## src/ilsm_params.svh

```systemverilog
`ifndef ILSM_PARAMS_SVH
`define ILSM_PARAMS_SVH
// Source vector layout.
`define ILSM_NSRC 25
`define ILSM_SEL_W 5
`define ILSM_SRC_IN0 0
`define ILSM_SRC_RXD 4
`define ILSM_SRC_TX1 5
`define ILSM_SRC_PG0 6
`define ILSM_SRC_PG1 7
`define ILSM_SRC_DUTYA 8
`define ILSM_SRC_DUTYB 9
`define ILSM_SRC_EXPOSE 10
`define ILSM_SRC_READOUT 11
`define ILSM_SRC_SEQPA 12
`define ILSM_SRC_DUTYC 13
`define ILSM_SRC_DUTYD 14
`define ILSM_SRC_SEQRUN 15
`define ILSM_SRC_DEBOUNCE 16
`define ILSM_SRC_PRESCALE 17
`define ILSM_SRC_SEQPB 18
`define ILSM_SRC_LOGIC 19
`define ILSM_SRC_PG2 20
`define ILSM_SRC_PG3 21
`define ILSM_SRC_RXD2 22
`define ILSM_SRC_TRIGFB 23
`define ILSM_SRC_TX2 24
// Destination vector layout.
`define ILSM_NDST 18
`define ILSM_DST_OD0 0
`define ILSM_DST_TXD 4
`define ILSM_DST_RX1 5
`define ILSM_DST_TRIG 6
`define ILSM_DST_SEQ 7
`define ILSM_DST_DEB 8
`define ILSM_DST_PRE 9
`define ILSM_DST_LOGA 10
`define ILSM_DST_LOGB 11
`define ILSM_DST_MFT 12
`define ILSM_DST_PG0 13
`define ILSM_DST_RX2 17
// Timing quantum and the sizes of the Boolean operation field.
`define ILSM_QUANTUM_PS 15000
`define ILSM_OP_W 2
`define ILSM_SEL_NONE 5'h1f
`endif

```

## src/ilsm_pkg.sv

```systemverilog
package ilsm_pkg;
  typedef enum logic [1:0] {ILSM_OP_AND, ILSM_OP_OR, ILSM_OP_XOR, ILSM_OP_NAND} ilsm_op_t;
  typedef enum logic [1:0] {ILSM_NV_IDLE, ILSM_NV_SAVE, ILSM_NV_LOAD} ilsm_nv_t;
endpackage : ilsm_pkg

```

## src/ilsm_line_if.sv

```systemverilog
`timescale 1ns/1ps
`default_nettype none
interface ilsm_line_if #(parameter int NSRC = 25);
  logic [NSRC-1:0] src;
  logic [4:0]      sel;
  logic            inv;
  logic            force_hi;
  logic            y;
  modport mat (input src, sel, inv, force_hi, output y);
  modport top (output src, sel, inv, force_hi, input y);
endinterface : ilsm_line_if
`default_nettype wire

```

## src/ilsm_line_cell.sv

```systemverilog
`timescale 1ns/1ps
`default_nettype none
`include "ilsm_params.svh"
module ilsm_line_cell
(
  input  wire logic   clk,
  input  wire logic   rst,
  ilsm_line_if.mat    ln
);
  import ilsm_pkg::*;
  logic y_q;
  wire  valid_sel = ln.sel < 5'(`ILSM_NSRC);
  wire  picked    = valid_sel ? ln.src[ln.sel] : 1'b0;
  wire  forced    = ln.force_hi | picked;
  wire  y_d       = ln.inv ? ~forced : forced;

  always_ff @(posedge clk or posedge rst)
  begin
    if (rst)
      y_q <= 1'b0;
    else
      y_q <= y_d;
  end
  assign ln.y = y_q;

  // Checked against the raw source bit so that a wrong pick or a lost inverter shows up.
  AST_LINE_OUT: assert property (@(posedge clk) disable iff (rst)
    (valid_sel && !ln.force_hi) |=> ln.y == ($past(ln.inv) ^ $past(ln.src[ln.sel])))
    else $error("Line output does not follow its selection.");
  AST_FORCE_INV: assert property (@(posedge clk) disable iff (rst)
    (ln.force_hi && ln.inv) |=> !ln.y)
    else $error("Forced inverted line is not low.");
  AST_FORCE_HI: assert property (@(posedge clk) disable iff (rst)
    (ln.force_hi && !ln.inv) |=> ln.y)
    else $error("Forced line is not high.");
  AST_BAD_SEL: assert property (@(posedge clk) disable iff (rst)
    (!valid_sel && !ln.force_hi && !ln.inv) |=> !ln.y)
    else $error("Out of range selection drives high.");
endmodule : ilsm_line_cell
`default_nettype wire

```

## src/io_line_switch_matrix.sv

```systemverilog
// Notes on behaviour
// - Any input, output or module connection routes to any destination by software.
// - Two routed signals combine by a Boolean op into a new source.
// - Source entries 0 to 3 carry the four trigger input pins.
// - Source entries 6, 7, 20, 21 carry pulse generators 0 to 3.
// - Sequencer feeds 8, 9, 13, 14 duty, 12 pulse, 18 mask, 15 running.
// - Entry 16 debounce, 17 prescaler, 19 Boolean combiner result.
// - 25 sources: 10 expose, 11 readout, 23 feedback, serial rx/tx entries.
// - Debounced input is selectable as source for a following module.
// - Strobe and trigger may go to any physical line.
// - Current routing can be saved to nonvolatile memory.
// - Factory default routing can be restored internally.
// - Setting changes take effect immediately without commit.
// - Durations are counts of 15 ns system clock periods.
// - Dest 0-3 open drain, 6 trigger, 10-11 logic, 13-16 pulse triggers.
// - Each line has an inverter passing the complement.
// - Force-high drives the line high regardless of source.
// - Force-high with inversion drives the line low.
`timescale 1ns/1ps
`default_nettype none
`include "ilsm_params.svh"
module io_line_switch_matrix
#(
  parameter int NDST = `ILSM_NDST,
  parameter int NSRC = `ILSM_NSRC
)
(
  input  wire logic                    clk,
  input  wire logic                    rst,
  input  wire logic [3:0]              trig_pin_in,
  input  wire logic                    serial_rxd_pin,
  input  wire logic                    serial2_rxd_pin,
  input  wire logic                    serial1_tx_src,
  input  wire logic                    serial2_tx_src,
  input  wire logic [3:0]              pulse_gen_out,
  input  wire logic [3:0]              seq_duty_out,
  input  wire logic                    seq_pulse,
  input  wire logic                    seq_mask_pulse,
  input  wire logic                    seq_running,
  input  wire logic                    debounce_out,
  input  wire logic                    prescale_out,
  input  wire logic                    exposing,
  input  wire logic                    reading_out,
  input  wire logic                    trigger_feedback,
  input  wire logic                    cfg_we,
  input  wire logic [4:0]              cfg_line,
  input  wire logic [4:0]              cfg_src,
  input  wire logic                    cfg_inv,
  input  wire logic                    cfg_force_hi,
  input  wire logic                    cfg_op_we,
  input  wire ilsm_pkg::ilsm_op_t      cfg_op,
  input  wire logic                    save_req,
  input  wire logic                    factory_req,
  output var logic                     nv_we,
  output var logic [4:0]               nv_addr,
  output var logic [6:0]               nv_wdata,
  output var logic                     nv_busy,
  output var logic [NDST-1:0]          line_out,
  output var logic [3:0]               od_drive_low,
  output var logic                     logic_result
);
  import ilsm_pkg::*;

  logic [3:0] trig_s1_q, trig_s2_q;
  logic [1:0] rxd_s1_q, rxd_s2_q;
  logic [4:0] sel_q [NDST];
  logic       inv_q [NDST];
  logic       fhi_q [NDST];
  ilsm_op_t   op_q;
  ilsm_nv_t   nv_q;
  logic [4:0] nv_idx_q;
  logic [NSRC-1:0] src_vec;
  logic [NDST-1:0] y_vec;

  // Pins are asynchronous to clk and pass two flip-flops first.
  always_ff @(posedge clk or posedge rst)
  begin
    if (rst)
    begin
      trig_s1_q <= 4'h0;
      trig_s2_q <= 4'h0;
      rxd_s1_q  <= 2'h3;
      rxd_s2_q  <= 2'h3;
    end
    else
    begin
      trig_s1_q <= trig_pin_in;
      trig_s2_q <= trig_s1_q;
      rxd_s1_q  <= {serial2_rxd_pin, serial_rxd_pin};
      rxd_s2_q  <= rxd_s1_q;
    end
  end

  function automatic logic combine(input ilsm_op_t op, input logic a, input logic b);
    unique case (op)
      ILSM_OP_AND:  combine = a & b;
      ILSM_OP_OR:   combine = a | b;
      ILSM_OP_XOR:  combine = a ^ b;
      ILSM_OP_NAND: combine = ~(a & b);
    endcase
  endfunction : combine

  // Combiner result is computed from the registered line outputs and fed back.
  wire logic_d = combine(op_q, y_vec[`ILSM_DST_LOGA], y_vec[`ILSM_DST_LOGB]);

  assign src_vec[`ILSM_SRC_IN0 +: 4]    = trig_s2_q;
  assign src_vec[`ILSM_SRC_RXD]         = rxd_s2_q[0];
  assign src_vec[`ILSM_SRC_TX1]         = serial1_tx_src;
  assign src_vec[`ILSM_SRC_PG0]         = pulse_gen_out[0];
  assign src_vec[`ILSM_SRC_PG1]         = pulse_gen_out[1];
  assign src_vec[`ILSM_SRC_DUTYA]       = seq_duty_out[0];
  assign src_vec[`ILSM_SRC_DUTYB]       = seq_duty_out[1];
  assign src_vec[`ILSM_SRC_EXPOSE]      = exposing;
  assign src_vec[`ILSM_SRC_READOUT]     = reading_out;
  assign src_vec[`ILSM_SRC_SEQPA]       = seq_pulse;
  assign src_vec[`ILSM_SRC_DUTYC]       = seq_duty_out[2];
  assign src_vec[`ILSM_SRC_DUTYD]       = seq_duty_out[3];
  assign src_vec[`ILSM_SRC_SEQRUN]      = seq_running;
  assign src_vec[`ILSM_SRC_DEBOUNCE]    = debounce_out;
  assign src_vec[`ILSM_SRC_PRESCALE]    = prescale_out;
  assign src_vec[`ILSM_SRC_SEQPB]       = seq_mask_pulse;
  assign src_vec[`ILSM_SRC_LOGIC]       = logic_result;
  assign src_vec[`ILSM_SRC_PG2]         = pulse_gen_out[2];
  assign src_vec[`ILSM_SRC_PG3]         = pulse_gen_out[3];
  assign src_vec[`ILSM_SRC_RXD2]        = rxd_s2_q[1];
  assign src_vec[`ILSM_SRC_TRIGFB]      = trigger_feedback;
  assign src_vec[`ILSM_SRC_TX2]         = serial2_tx_src;

  // One cell per destination, each free to pick any source.
  for (genvar i = 0; i < NDST; i++)
  begin : g_line
    ilsm_line_if #(.NSRC(NSRC)) ln ();
    assign ln.src      = src_vec;
    assign ln.sel      = sel_q[i];
    assign ln.inv      = inv_q[i];
    assign ln.force_hi = fhi_q[i];
    assign y_vec[i]    = ln.y;
    ilsm_line_cell u_cell
    (
      .clk (clk),
      .rst (rst),
      .ln  (ln)
    );
  end

  // Factory default: every line unrouted and low.
  wire cfg_hit = cfg_we && (cfg_line < 5'(NDST));

  always_ff @(posedge clk or posedge rst)
  begin
    if (rst)
    begin
      for (int i = 0; i < NDST; i++)
      begin
        sel_q[i] <= `ILSM_SEL_NONE;
        inv_q[i] <= 1'b0;
        fhi_q[i] <= 1'b0;
      end
      op_q <= ILSM_OP_AND;
    end
    else if (factory_req)
    begin
      for (int i = 0; i < NDST; i++)
      begin
        sel_q[i] <= `ILSM_SEL_NONE;
        inv_q[i] <= 1'b0;
        fhi_q[i] <= 1'b0;
      end
      op_q <= ILSM_OP_AND;
    end
    else
    begin
      if (cfg_hit)
      begin
        sel_q[cfg_line] <= cfg_src;
        inv_q[cfg_line] <= cfg_inv;
        fhi_q[cfg_line] <= cfg_force_hi;
      end
      if (cfg_op_we)
        op_q <= cfg_op;
    end
  end

  // Save walks all lines out to the nonvolatile store, one word per cycle.
  // The save length is a plain count of system clock periods, one per line plus one closing cycle.
  wire nv_last = nv_idx_q == 5'(NDST - 1);

  always_ff @(posedge clk or posedge rst)
  begin
    if (rst)
    begin
      nv_q     <= ILSM_NV_IDLE;
      nv_idx_q <= 5'h0;
      nv_we    <= 1'b0;
      nv_addr  <= 5'h0;
      nv_wdata <= 7'h0;
      nv_busy  <= 1'b0;
    end
    else
    begin
      nv_we <= 1'b0;
      unique case (nv_q)
        ILSM_NV_IDLE:
          if (save_req && !factory_req)
          begin
            nv_q     <= ILSM_NV_SAVE;
            nv_idx_q <= 5'h0;
            nv_busy  <= 1'b1;
          end
        ILSM_NV_SAVE:
        begin
          nv_we    <= 1'b1;
          nv_addr  <= nv_idx_q;
          nv_wdata <= {fhi_q[nv_idx_q], inv_q[nv_idx_q], sel_q[nv_idx_q]};
          nv_idx_q <= nv_idx_q + 5'h1;
          if (nv_last)
            nv_q <= ILSM_NV_LOAD;
        end
        ILSM_NV_LOAD:
        begin
          nv_q    <= ILSM_NV_IDLE;
          nv_busy <= 1'b0;
        end
        default:
          nv_q <= ILSM_NV_IDLE;
      endcase
    end
  end

  always_ff @(posedge clk or posedge rst)
  begin
    if (rst)
    begin
      line_out     <= '0;
      od_drive_low <= 4'h0;
      logic_result <= 1'b0;
    end
    else
    begin
      line_out     <= y_vec;
      od_drive_low <= ~y_vec[`ILSM_DST_OD0 +: 4];
      logic_result <= logic_d;
    end
  end

  AST_NV_COUNT: assert property (@(posedge clk) disable iff (rst)
    (nv_q == ILSM_NV_IDLE && save_req && !factory_req) |=> nv_busy [*8])
    else $error("Save ended too early.");
  AST_FACTORY: assert property (@(posedge clk) disable iff (rst)
    factory_req |=> sel_q[0] == `ILSM_SEL_NONE && !fhi_q[0])
    else $error("Factory restore left routing in place.");
  AST_CFG_NOW: assert property (@(posedge clk) disable iff (rst)
    (cfg_we && cfg_line == 5'h0 && !factory_req) |=> sel_q[0] == $past(cfg_src))
    else $error("Setting did not take effect at once.");
  AST_LOGIC: assert property (@(posedge clk) disable iff (rst)
    (op_q == ILSM_OP_XOR) |=>
      logic_result == ($past(y_vec[`ILSM_DST_LOGA]) ^ $past(y_vec[`ILSM_DST_LOGB])))
    else $error("Combiner result wrong.");
  AST_OD: assert property (@(posedge clk) disable iff (rst)
    1'b1 |=> od_drive_low[0] == !$past(y_vec[0]))
    else $error("Open drain line wrong.");
  AST_TRIG_PIN: assert property (@(posedge clk) disable iff (rst)
    (sel_q[`ILSM_DST_TRIG] == 5'(`ILSM_SRC_IN0) && !inv_q[`ILSM_DST_TRIG] &&
     !fhi_q[`ILSM_DST_TRIG]) [*4] |-> y_vec[`ILSM_DST_TRIG] == $past(trig_s2_q[0]))
    else $error("Trigger pin not routed.");
  COV_SAVE: cover property (@(posedge clk) nv_we && nv_last);
  COV_FACT: cover property (@(posedge clk) factory_req);
  COV_LOGIC: cover property (@(posedge clk) logic_result);
endmodule : io_line_switch_matrix
`default_nettype wire

```

## config.mk

```make
export PLATFORM = sky130hd
export DESIGN_NAME = io_line_switch_matrix
export DESIGN_NICKNAME = d
export VERILOG_FILES = /design/src/ilsm_pkg.sv /design/src/ilsm_line_if.sv /design/src/ilsm_line_cell.sv /design/src/io_line_switch_matrix.sv
export VERILOG_INCLUDE_DIRS = /design/src
export SDC_FILE = /design/constraint.sdc
export NUM_CORES = 1
export LEC_CHECK = 0
export ABC_AREA = 1
export BUFFER_PORTS_ARGS = -buffer_cell sky130_fd_sc_hd__buf_2
export CORE_MARGIN = 4
export CORE_UTILIZATION = 34
export CTS_CLUSTER_SIZE = 12
export DETAILED_ROUTE_END_ITERATION = 10
export PLACE_DENSITY = 0.47
export SYNTH_ARGS = -nofsm -noshare
export SYNTH_HDL_FRONTEND = slang
export SYNTH_SLANG_ARGS = --single-unit
```

## constraint.sdc

```tcl
create_clock -name clk -period 15.1 [get_ports clk]
set_input_delay 0 -clock clk [delete_from_list [all_inputs] [get_ports clk]]
set_output_delay 0 -clock clk [all_outputs]
set_load 0.1 [all_outputs]
```

==> results of run 1 <==
==> worst max-delay path, cell delays in order (launching register included) <==
cell and delay [ps]:
dfrtp_2 340, buf_4 580, inv_1 560, buf_4 390, a21oi_1 170, o21ai_0 100, nand3_1 80, nand3_1 90
nand2_1 150, nand2_1 60, a21oi_1 120
==> stage by stage <==
stage | power, mW | setup slack (ps) | cells | hold WS [ps]
finish | 2.20 | 12380 | 2629 | 18.6
global route | 2.32 | 12080 | 2629 | 60.5
global placement | 1.57 | 12510 | 2561 | 70.3
floorplan | 1.34 | 9740 | 2079 | 4.48
CTS | 2.21 | 12450 | 2629 | 8.75
detailed placement | 1.57 | 12450 | 2561 | 72.7
==> power breakdown <==
part           total (mW)  internal [mW]  switching (mW)
sequential          0.714          0.626          0.0880
clock               0.618          0.360           0.258
combinational       0.872          0.203           0.668
==> cell families (layout without fill, tap and decap cells) <==
| group | after synthesis | count (layout) | synth area share (%) |
|---|---|---|---|
| simple gates | 1249 | 1249 | 39.5 |
| buf+inv | 319 | 344 | 10.2 |
| compound gates | 304 | 304 | 12.7 |
| flops | 202 | 202 | 37.2 |
| fa+ha+maj | 4 | 4 | 0.360 |
| xor+xnor | 1 | 1 | 0.0629 |
==> layout make-up <==
class	count	area [um2]
inverters	184	698
clock inverters	9	114
repair buffers	115	721
flip-flops and latches	202	5170
clock buffers	36	707
well taps	525	657
fillers	4264	24700
multi-input cells	1558	7340
==> registers in the layout, summed over array words and instances, names as in the netlist, 4 cells and up <==
name and count:
line_out 18, g_line.ln.inv 18, nv_addr 5, od_drive_low 4
g_line.ln.force_hi 18, nv_idx_q 5, g_line.u_cell.ln.y 18, trig_s2_q 4
nv_wdata 7, g_line.ln.sel 90, trig_s1_q 4
==> layout by cell type (no fill, tap or decap), types with 5 or more instances in the layout <==
| cell type | instances |
|---|---|
| nor3_1 | 14 |
| a21oi_1 | 114 |
| dfrtp_1 | 107 |
| o21ai_0 | 82 |
| a211o_1 | 5 |
| o211ai_1 | 26 |
| clkbuf_1 | 7 |
| dlygate4sd3_1 | 23 |
| clkinv_1 | 32 |
| o22ai_1 | 38 |
| buf_2 | 80 |
| nand4_1 | 13 |
| nor2_1 | 108 |
| nand3_1 | 461 |
| nor2_2 | 8 |
| o21ai_1 | 6 |
| a31oi_1 | 7 |
| buf_4 | 12 |
| clkbuf_16 | 25 |
| nand2_2 | 10 |
| a21oi_2 | 22 |
| dfstp_2 | 94 |
| inv_1 | 149 |
| nand2_4 | 15 |
| nand2_1 | 613 |
==> metal layers <==
layer  wire length [um]  vias to the layer above  share of wire (%)
li1                   -                     6882                  -
met1              26200                     7054                 44
met2              26500                      684                 44
met3               5110                      121                8.6
met4               1920                        0                3.2
met5                  0                        -                  0
==> worst max path at each step <==
stage	end	slack [ps]	cells after the start
after floorplan	g_line[0].ln.force_hi$_DFFE_PP0P_	9740	1
after global placement	nv_wdata[5]$_DFFE_PP0P_	12510	10
after detailed placement	nv_wdata[6]$_DFFE_PP0P_	12450	10
after CTS	nv_wdata[6]$_DFFE_PP0P_	12450	10
after global routing	nv_wdata[6]$_DFFE_PP0P_	12080	10
final	nv_wdata[6]$_DFFE_PP0P_	12380	10
==> flow_summary.yaml, run 1 <==
synthesis:
  synth_edf_count: 0
  ys_top_cells_by_area: "dfrtp_1, dfstp_2, nand3_1, nand2_1, a21oi_1"
  syn_area_per_cell_um2: 6.69
  synth_cells: 2079
  syn-cell-area_mm2: 0.0139
  synth_most_common_cell: "nand2_1"
  synth.top_cell.area_share_pct: 19.4
  ys_seq_elements: 202
  ys_top_cells_by_count: "nand2_1, nand3_1, inv_1"
  synth-async-reset-ratio_pct: 100
  synth_area_leader_cell: "dfrtp_1"
  ys.flop_type: "dfrtp_1"
  netlist-cell-type-count: 38
  yosysWarnings: 0
  syn_nets: 2127
  seq_area_frac_synth_pct: 37.2
worst_setup_path:
  worstPathArrival_ps: 3210
  rr_endpoint: "nv_wdata[6]$_DFFE_PP0P_"
  cp_max_fo: 76
  worstRegToRegCells: 10
  r2r_start: "nv_idx_q[0]$_DFFE_PP0P_"
  critical_path_class: "flop to flop"
  r2r_slack_ps: 12380
  startpoint: "nv_idx_q[0]$_DFFE_PP0P_"
  crit_path_start_kind: "flop"
  cp.required_ps: 15590
  end_kind: "flop"
floorplanning:
  core_area_mm2: 0.0401
  dieArea_mm2: 0.0442
  io_pins: 81
  initial_core_util_pct: 34.7
  die_x_um: 210
  die_h_um: 210
  rows: 73
global_routing:
  grt.met2_usage_pct: 41.1
  grtUsageTotal_pct: 26.2
  grt_pass1_wl_um: 88900
  met3_usage_pct: 3.80
  use_met1_pct: 37.8
  grt_antenna_before_repair: 0
  grt_pass1_vias: 13600
  grt_overflow: 0
  gr-max-usage-layer: "met2"
  grt_start_max_net_pins: 77
cts:
  cts_setup_buffers: 0
  clk_path_buf_depth: 3
  path_clk_slew_ps: 60
  htreeDepth: 1
  numCtsBuffers: 25
  clock-root-buffer: "clkbuf_16"
  cts_tree: "built"
  insertion_delay_ps: 560
  hold_buffers: 23
  post_cts_resized: 0
  cts.sinks: 202
timing:
  worst_pin_slew_ps: 1290
  drv_slew: 0
  fin_crit_ps: 2720
  rsz0062_at_grt: "no"
  setup_violations: 0
  relSlewSlack_pct: 13.4
  fmax_ghz: 0.367
  final-hold-violation-count: 0
  setup_tns_ps: 0
  finClkSkew_ps: 24.9
  period_share_pct: 18.0
drt:
  drtAntennaViolNets: 0
  totalWireLength_um: 59800
  post-route-drc-count: 0
  via_per_inst: 5.61
  num_vias: 14700
  drtIter0Drc: 1904
  wire_per_inst_um: 22.7
  first_pass_iters: 6
final_layout:
  final_nets: 2134
  fin_util_pct: 38.4
  syn2layout_area_growth_pct: 10.7
  fin_area_mm2: 0.0154
  drive_above_1_share_pct: 13.8
  antenna-diode-count: 0
power_and_ir_drop:
  leakage_nw: 7.45
  power_density_mw_per_mm2: 143
  peakVddDrop_mv: 0.144
job:
  max_cap_viol_count: 0
hold_path:
  holdCritPathClass: "input pin to async pin"
status:
  status: "finished, final reports clean"
place:
  routabilityCongestion: 0.935
  dpl.hpwl_um: 37800
  dpl_cell_area_mm2: 0.0144
  numPortBuffers: 80
Note: power is estimated with default switching activity, not from simulation.
==> inputs of run 2 (changes only) <==
- ABC_AREA: 1 -> 0
- PLACE_DENSITY: 0.47 -> 0.48
- clock period: 15.1 -> 2.3 ns (I/O delays scaled with it)
==> flow_summary.yaml, run 2 <==
power_and_ir_drop:
  switchingPower_mw: 4.34
  pwr-share-clk_pct: 35.7
  combPwrFrac_pct: 29.9
  p_int_mw: 7.49
  netSwitchingFraction_pct: 36.7
  power_mw: 11.8
  leakage_nw: 6.27
  power_frac_seq_pct: 34.4
  power_density_mw_per_mm2: 776
  peakVddDrop_mv: 0.535
floorplanning:
  die_h_um: 204
  die_x_um: 204
  rows: 71
  io_pins: 81
  dieArea_mm2: 0.0418
  core_area_mm2: 0.0378
  initial_core_util_pct: 34.6
worst_setup_path:
  end_kind: "flop"
  worstPathArrival_ps: 2770
  critical_path_class: "flop to flop"
  cp.required_ps: 2770
  cp_max_fo: 6
  crit_path_start_kind: "flop"
  r2r_start: "g_line[15].ln.sel[0]$_DFFE_PP1P_"
  startpoint: "g_line[15].ln.sel[0]$_DFFE_PP1P_"
place:
  dpl_cell_area_mm2: 0.0141
  numPortBuffers: 80
  dpl.hpwl_um: 30300
  place_inst: 1606
  routabilityCongestion: 0.864
synthesis:
  synth_edf_count: 0
  ys_top_cells_by_count: "nand2_1, dfrtp_1, mux4_2"
  synth_cells: 1075
  synth_most_common_cell: "nand2_1"
  seq_area_frac_synth_pct: 39.5
  netlist-cell-type-count: 51
  synth.top_cell.area_share_pct: 20.6
  syn_nets: 1123
  synth-async-reset-ratio_pct: 100
  ys.flop_type: "dfrtp_1"
  syn_area_per_cell_um2: 12.2
  ys_top_cells_by_area: "dfrtp_1, dfstp_2, mux4_2, mux4_1, mux2i_1"
  yosysWarnings: 0
  syn-cell-area_mm2: 0.0131
  synth_area_leader_cell: "dfrtp_1"
  ys_seq_elements: 202
timing:
  worst_pin_slew_ps: 727
  relSlewSlack_pct: 51.5
  finClkSkew_ps: 11.0
  rsz0062_at_grt: "yes"
  drv_slew: 0
  final-hold-violation-count: 0
  whs_ps: 41.4
  fin_crit_ps: 2290
  setup_tns_ps: 0
  setup_violations: 0
  period_share_pct: 99.6
  fmax_ghz: 0.436
global_routing:
  grt_pass1_wl_um: 70400
  grt_antenna_before_repair: 1
  grt_pass1_vias: 10100
  grtUsageTotal_pct: 22.4
  grt_start_max_net_pins: 57
  grt_overflow: 0
final_layout:
  layout_commonest_cell: "nand2_1"
  fillers: 3646
  drive_above_1_share_pct: 37.9
  final_nets: 1202
  antenna-diode-count: 0
  multiInputGateArea_mm2: 0.00717
  stdcell_count: 1685
  fin_area_mm2: 0.0152
  largest_reg_flops: 90
  syn2layout_area_growth_pct: 16.3
  final_cell_mix: "nand2_1, mux4_2, dfrtp_1"
  regArea_mm2: 0.00518
drt:
  num_vias: 9964
  via_per_inst: 5.91
  first_pass_iters: 5
  drtIter0Drc: 1022
  wire_per_inst_um: 27.7
  drtAntennaViolNets: 0
  post-route-drc-count: 0
  totalWireLength_um: 46700
cts:
  path_clk_slew_ps: 60
  clock-root-buffer: "clkbuf_16"
  htreeDepth: 1
  cts_tree: "built"
  clk_path_buf_depth: 3
  insertion_delay_ps: 550
  numCtsBuffers: 26
  cts.sinks: 202
hold_path:
  holdCritPathClass: "input pin to flop"
  worstHoldStart: "cfg_line[2]"
status:
  status: "finished, final reports clean"
job:
  max_cap_viol_count: 0
==> run 2: cell count changes after synthesis, sizes merged, moves of 41 or more <==
cell / delta
nand2: -511
mux2i: +53
inv: -138
a211o: +41
a21oi: -83
nor2: -71
o21ai: -80
mux4: +148
nand3: -425
==> run 2: layout make-up <==
cell class	count	share of cell area [%]
well taps	511	4.20
clock buffers	39	5.12
repair buffers	176	8.44
inverters	19	0.493
flip-flops and latches	202	34.0
multi-input cells	729	47.1
clock inverters	9	0.682
==> run 2: power groups by stage <==
stage                     registers [mW]  logic [mW]  clock network [mW]
after floorplan                     4.87        1.59                   0
after global placement              4.12        3.49                   0
after detailed placement            4.13        3.49                   0
after CTS                           4.07        3.53                4.32
after global routing                4.09        3.74                4.47
final                               4.07        3.54                4.22
==> run 2: cell families (layout without fill, tap and decap cells) <==
group | count (synthesis) | in the layout | synth area share, %
AOI/OAI and AO/OA | 171 | 171 | 9.63
xor gates and xnor gates | 20 | 20 | 1.34
adders and majority gates | 4 | 4 | 0.382
buffers and inverters | 144 | 243 | 5.18
DFF | 202 | 202 | 39.5
muxes | 208 | 208 | 31.5
and+or+nand+nor | 326 | 326 | 12.5
==> run 2: path summary, 6_finish.rpt <==
path	cells past startpoint	endpoint	slack, ps
max	5	g_line[15].u_cell.ln.y$_DFF_PP0_	9
min	6	g_line[6].ln.sel[4]$_DFFE_PP1P_	40
max reg2reg	5	g_line[15].u_cell.ln.y$_DFF_PP0_	9
min reg2reg	0	trig_s2_q[0]$_DFF_PP0_	350
max in group asynchronous	4	rxd_s2_q[1]$_DFF_PP1_	1440
min in group asynchronous	3	line_out[3]$_DFF_PP0_	90
==> run 2: metal layers <==
metal	GRT usage, %	vias up	part of all wire [%]
met5	0	-	0
met4	5.74	0	2.5
met3	4.28	80	7.6
met2	35.7	462	47
met1	31.7	5190	43
li1	-	4232	-
==> run 2: critical path, stage by stage (launching register included) <==
cell	delay [ps]
dfstp_2	630
mux4_2	520
mux4_2	500
or2_4	250
a21oi_4	190
xnor2_2	130
==> run 2: repair_timing <==
action                                  in CTS  in global routing
hold endpoints to repair                   125                  0
pin swaps                                    2                  6
resized for setup                            7                 28
hold buffers                                25                  0
endpoints found under the setup margin       2                 14
setup buffers                                1                  5
==> run 2: per-stage QoR <==
step	setup slack [ps]	util [%]
6_report	8.89	40.3
5_1_grt	-70.9	40.3
4_1_cts	-58.3	40.3
3_5_place_dp	-104	37.4
3_3_place_gp	-91.1	37.4
2_1_floorplan	-240	-
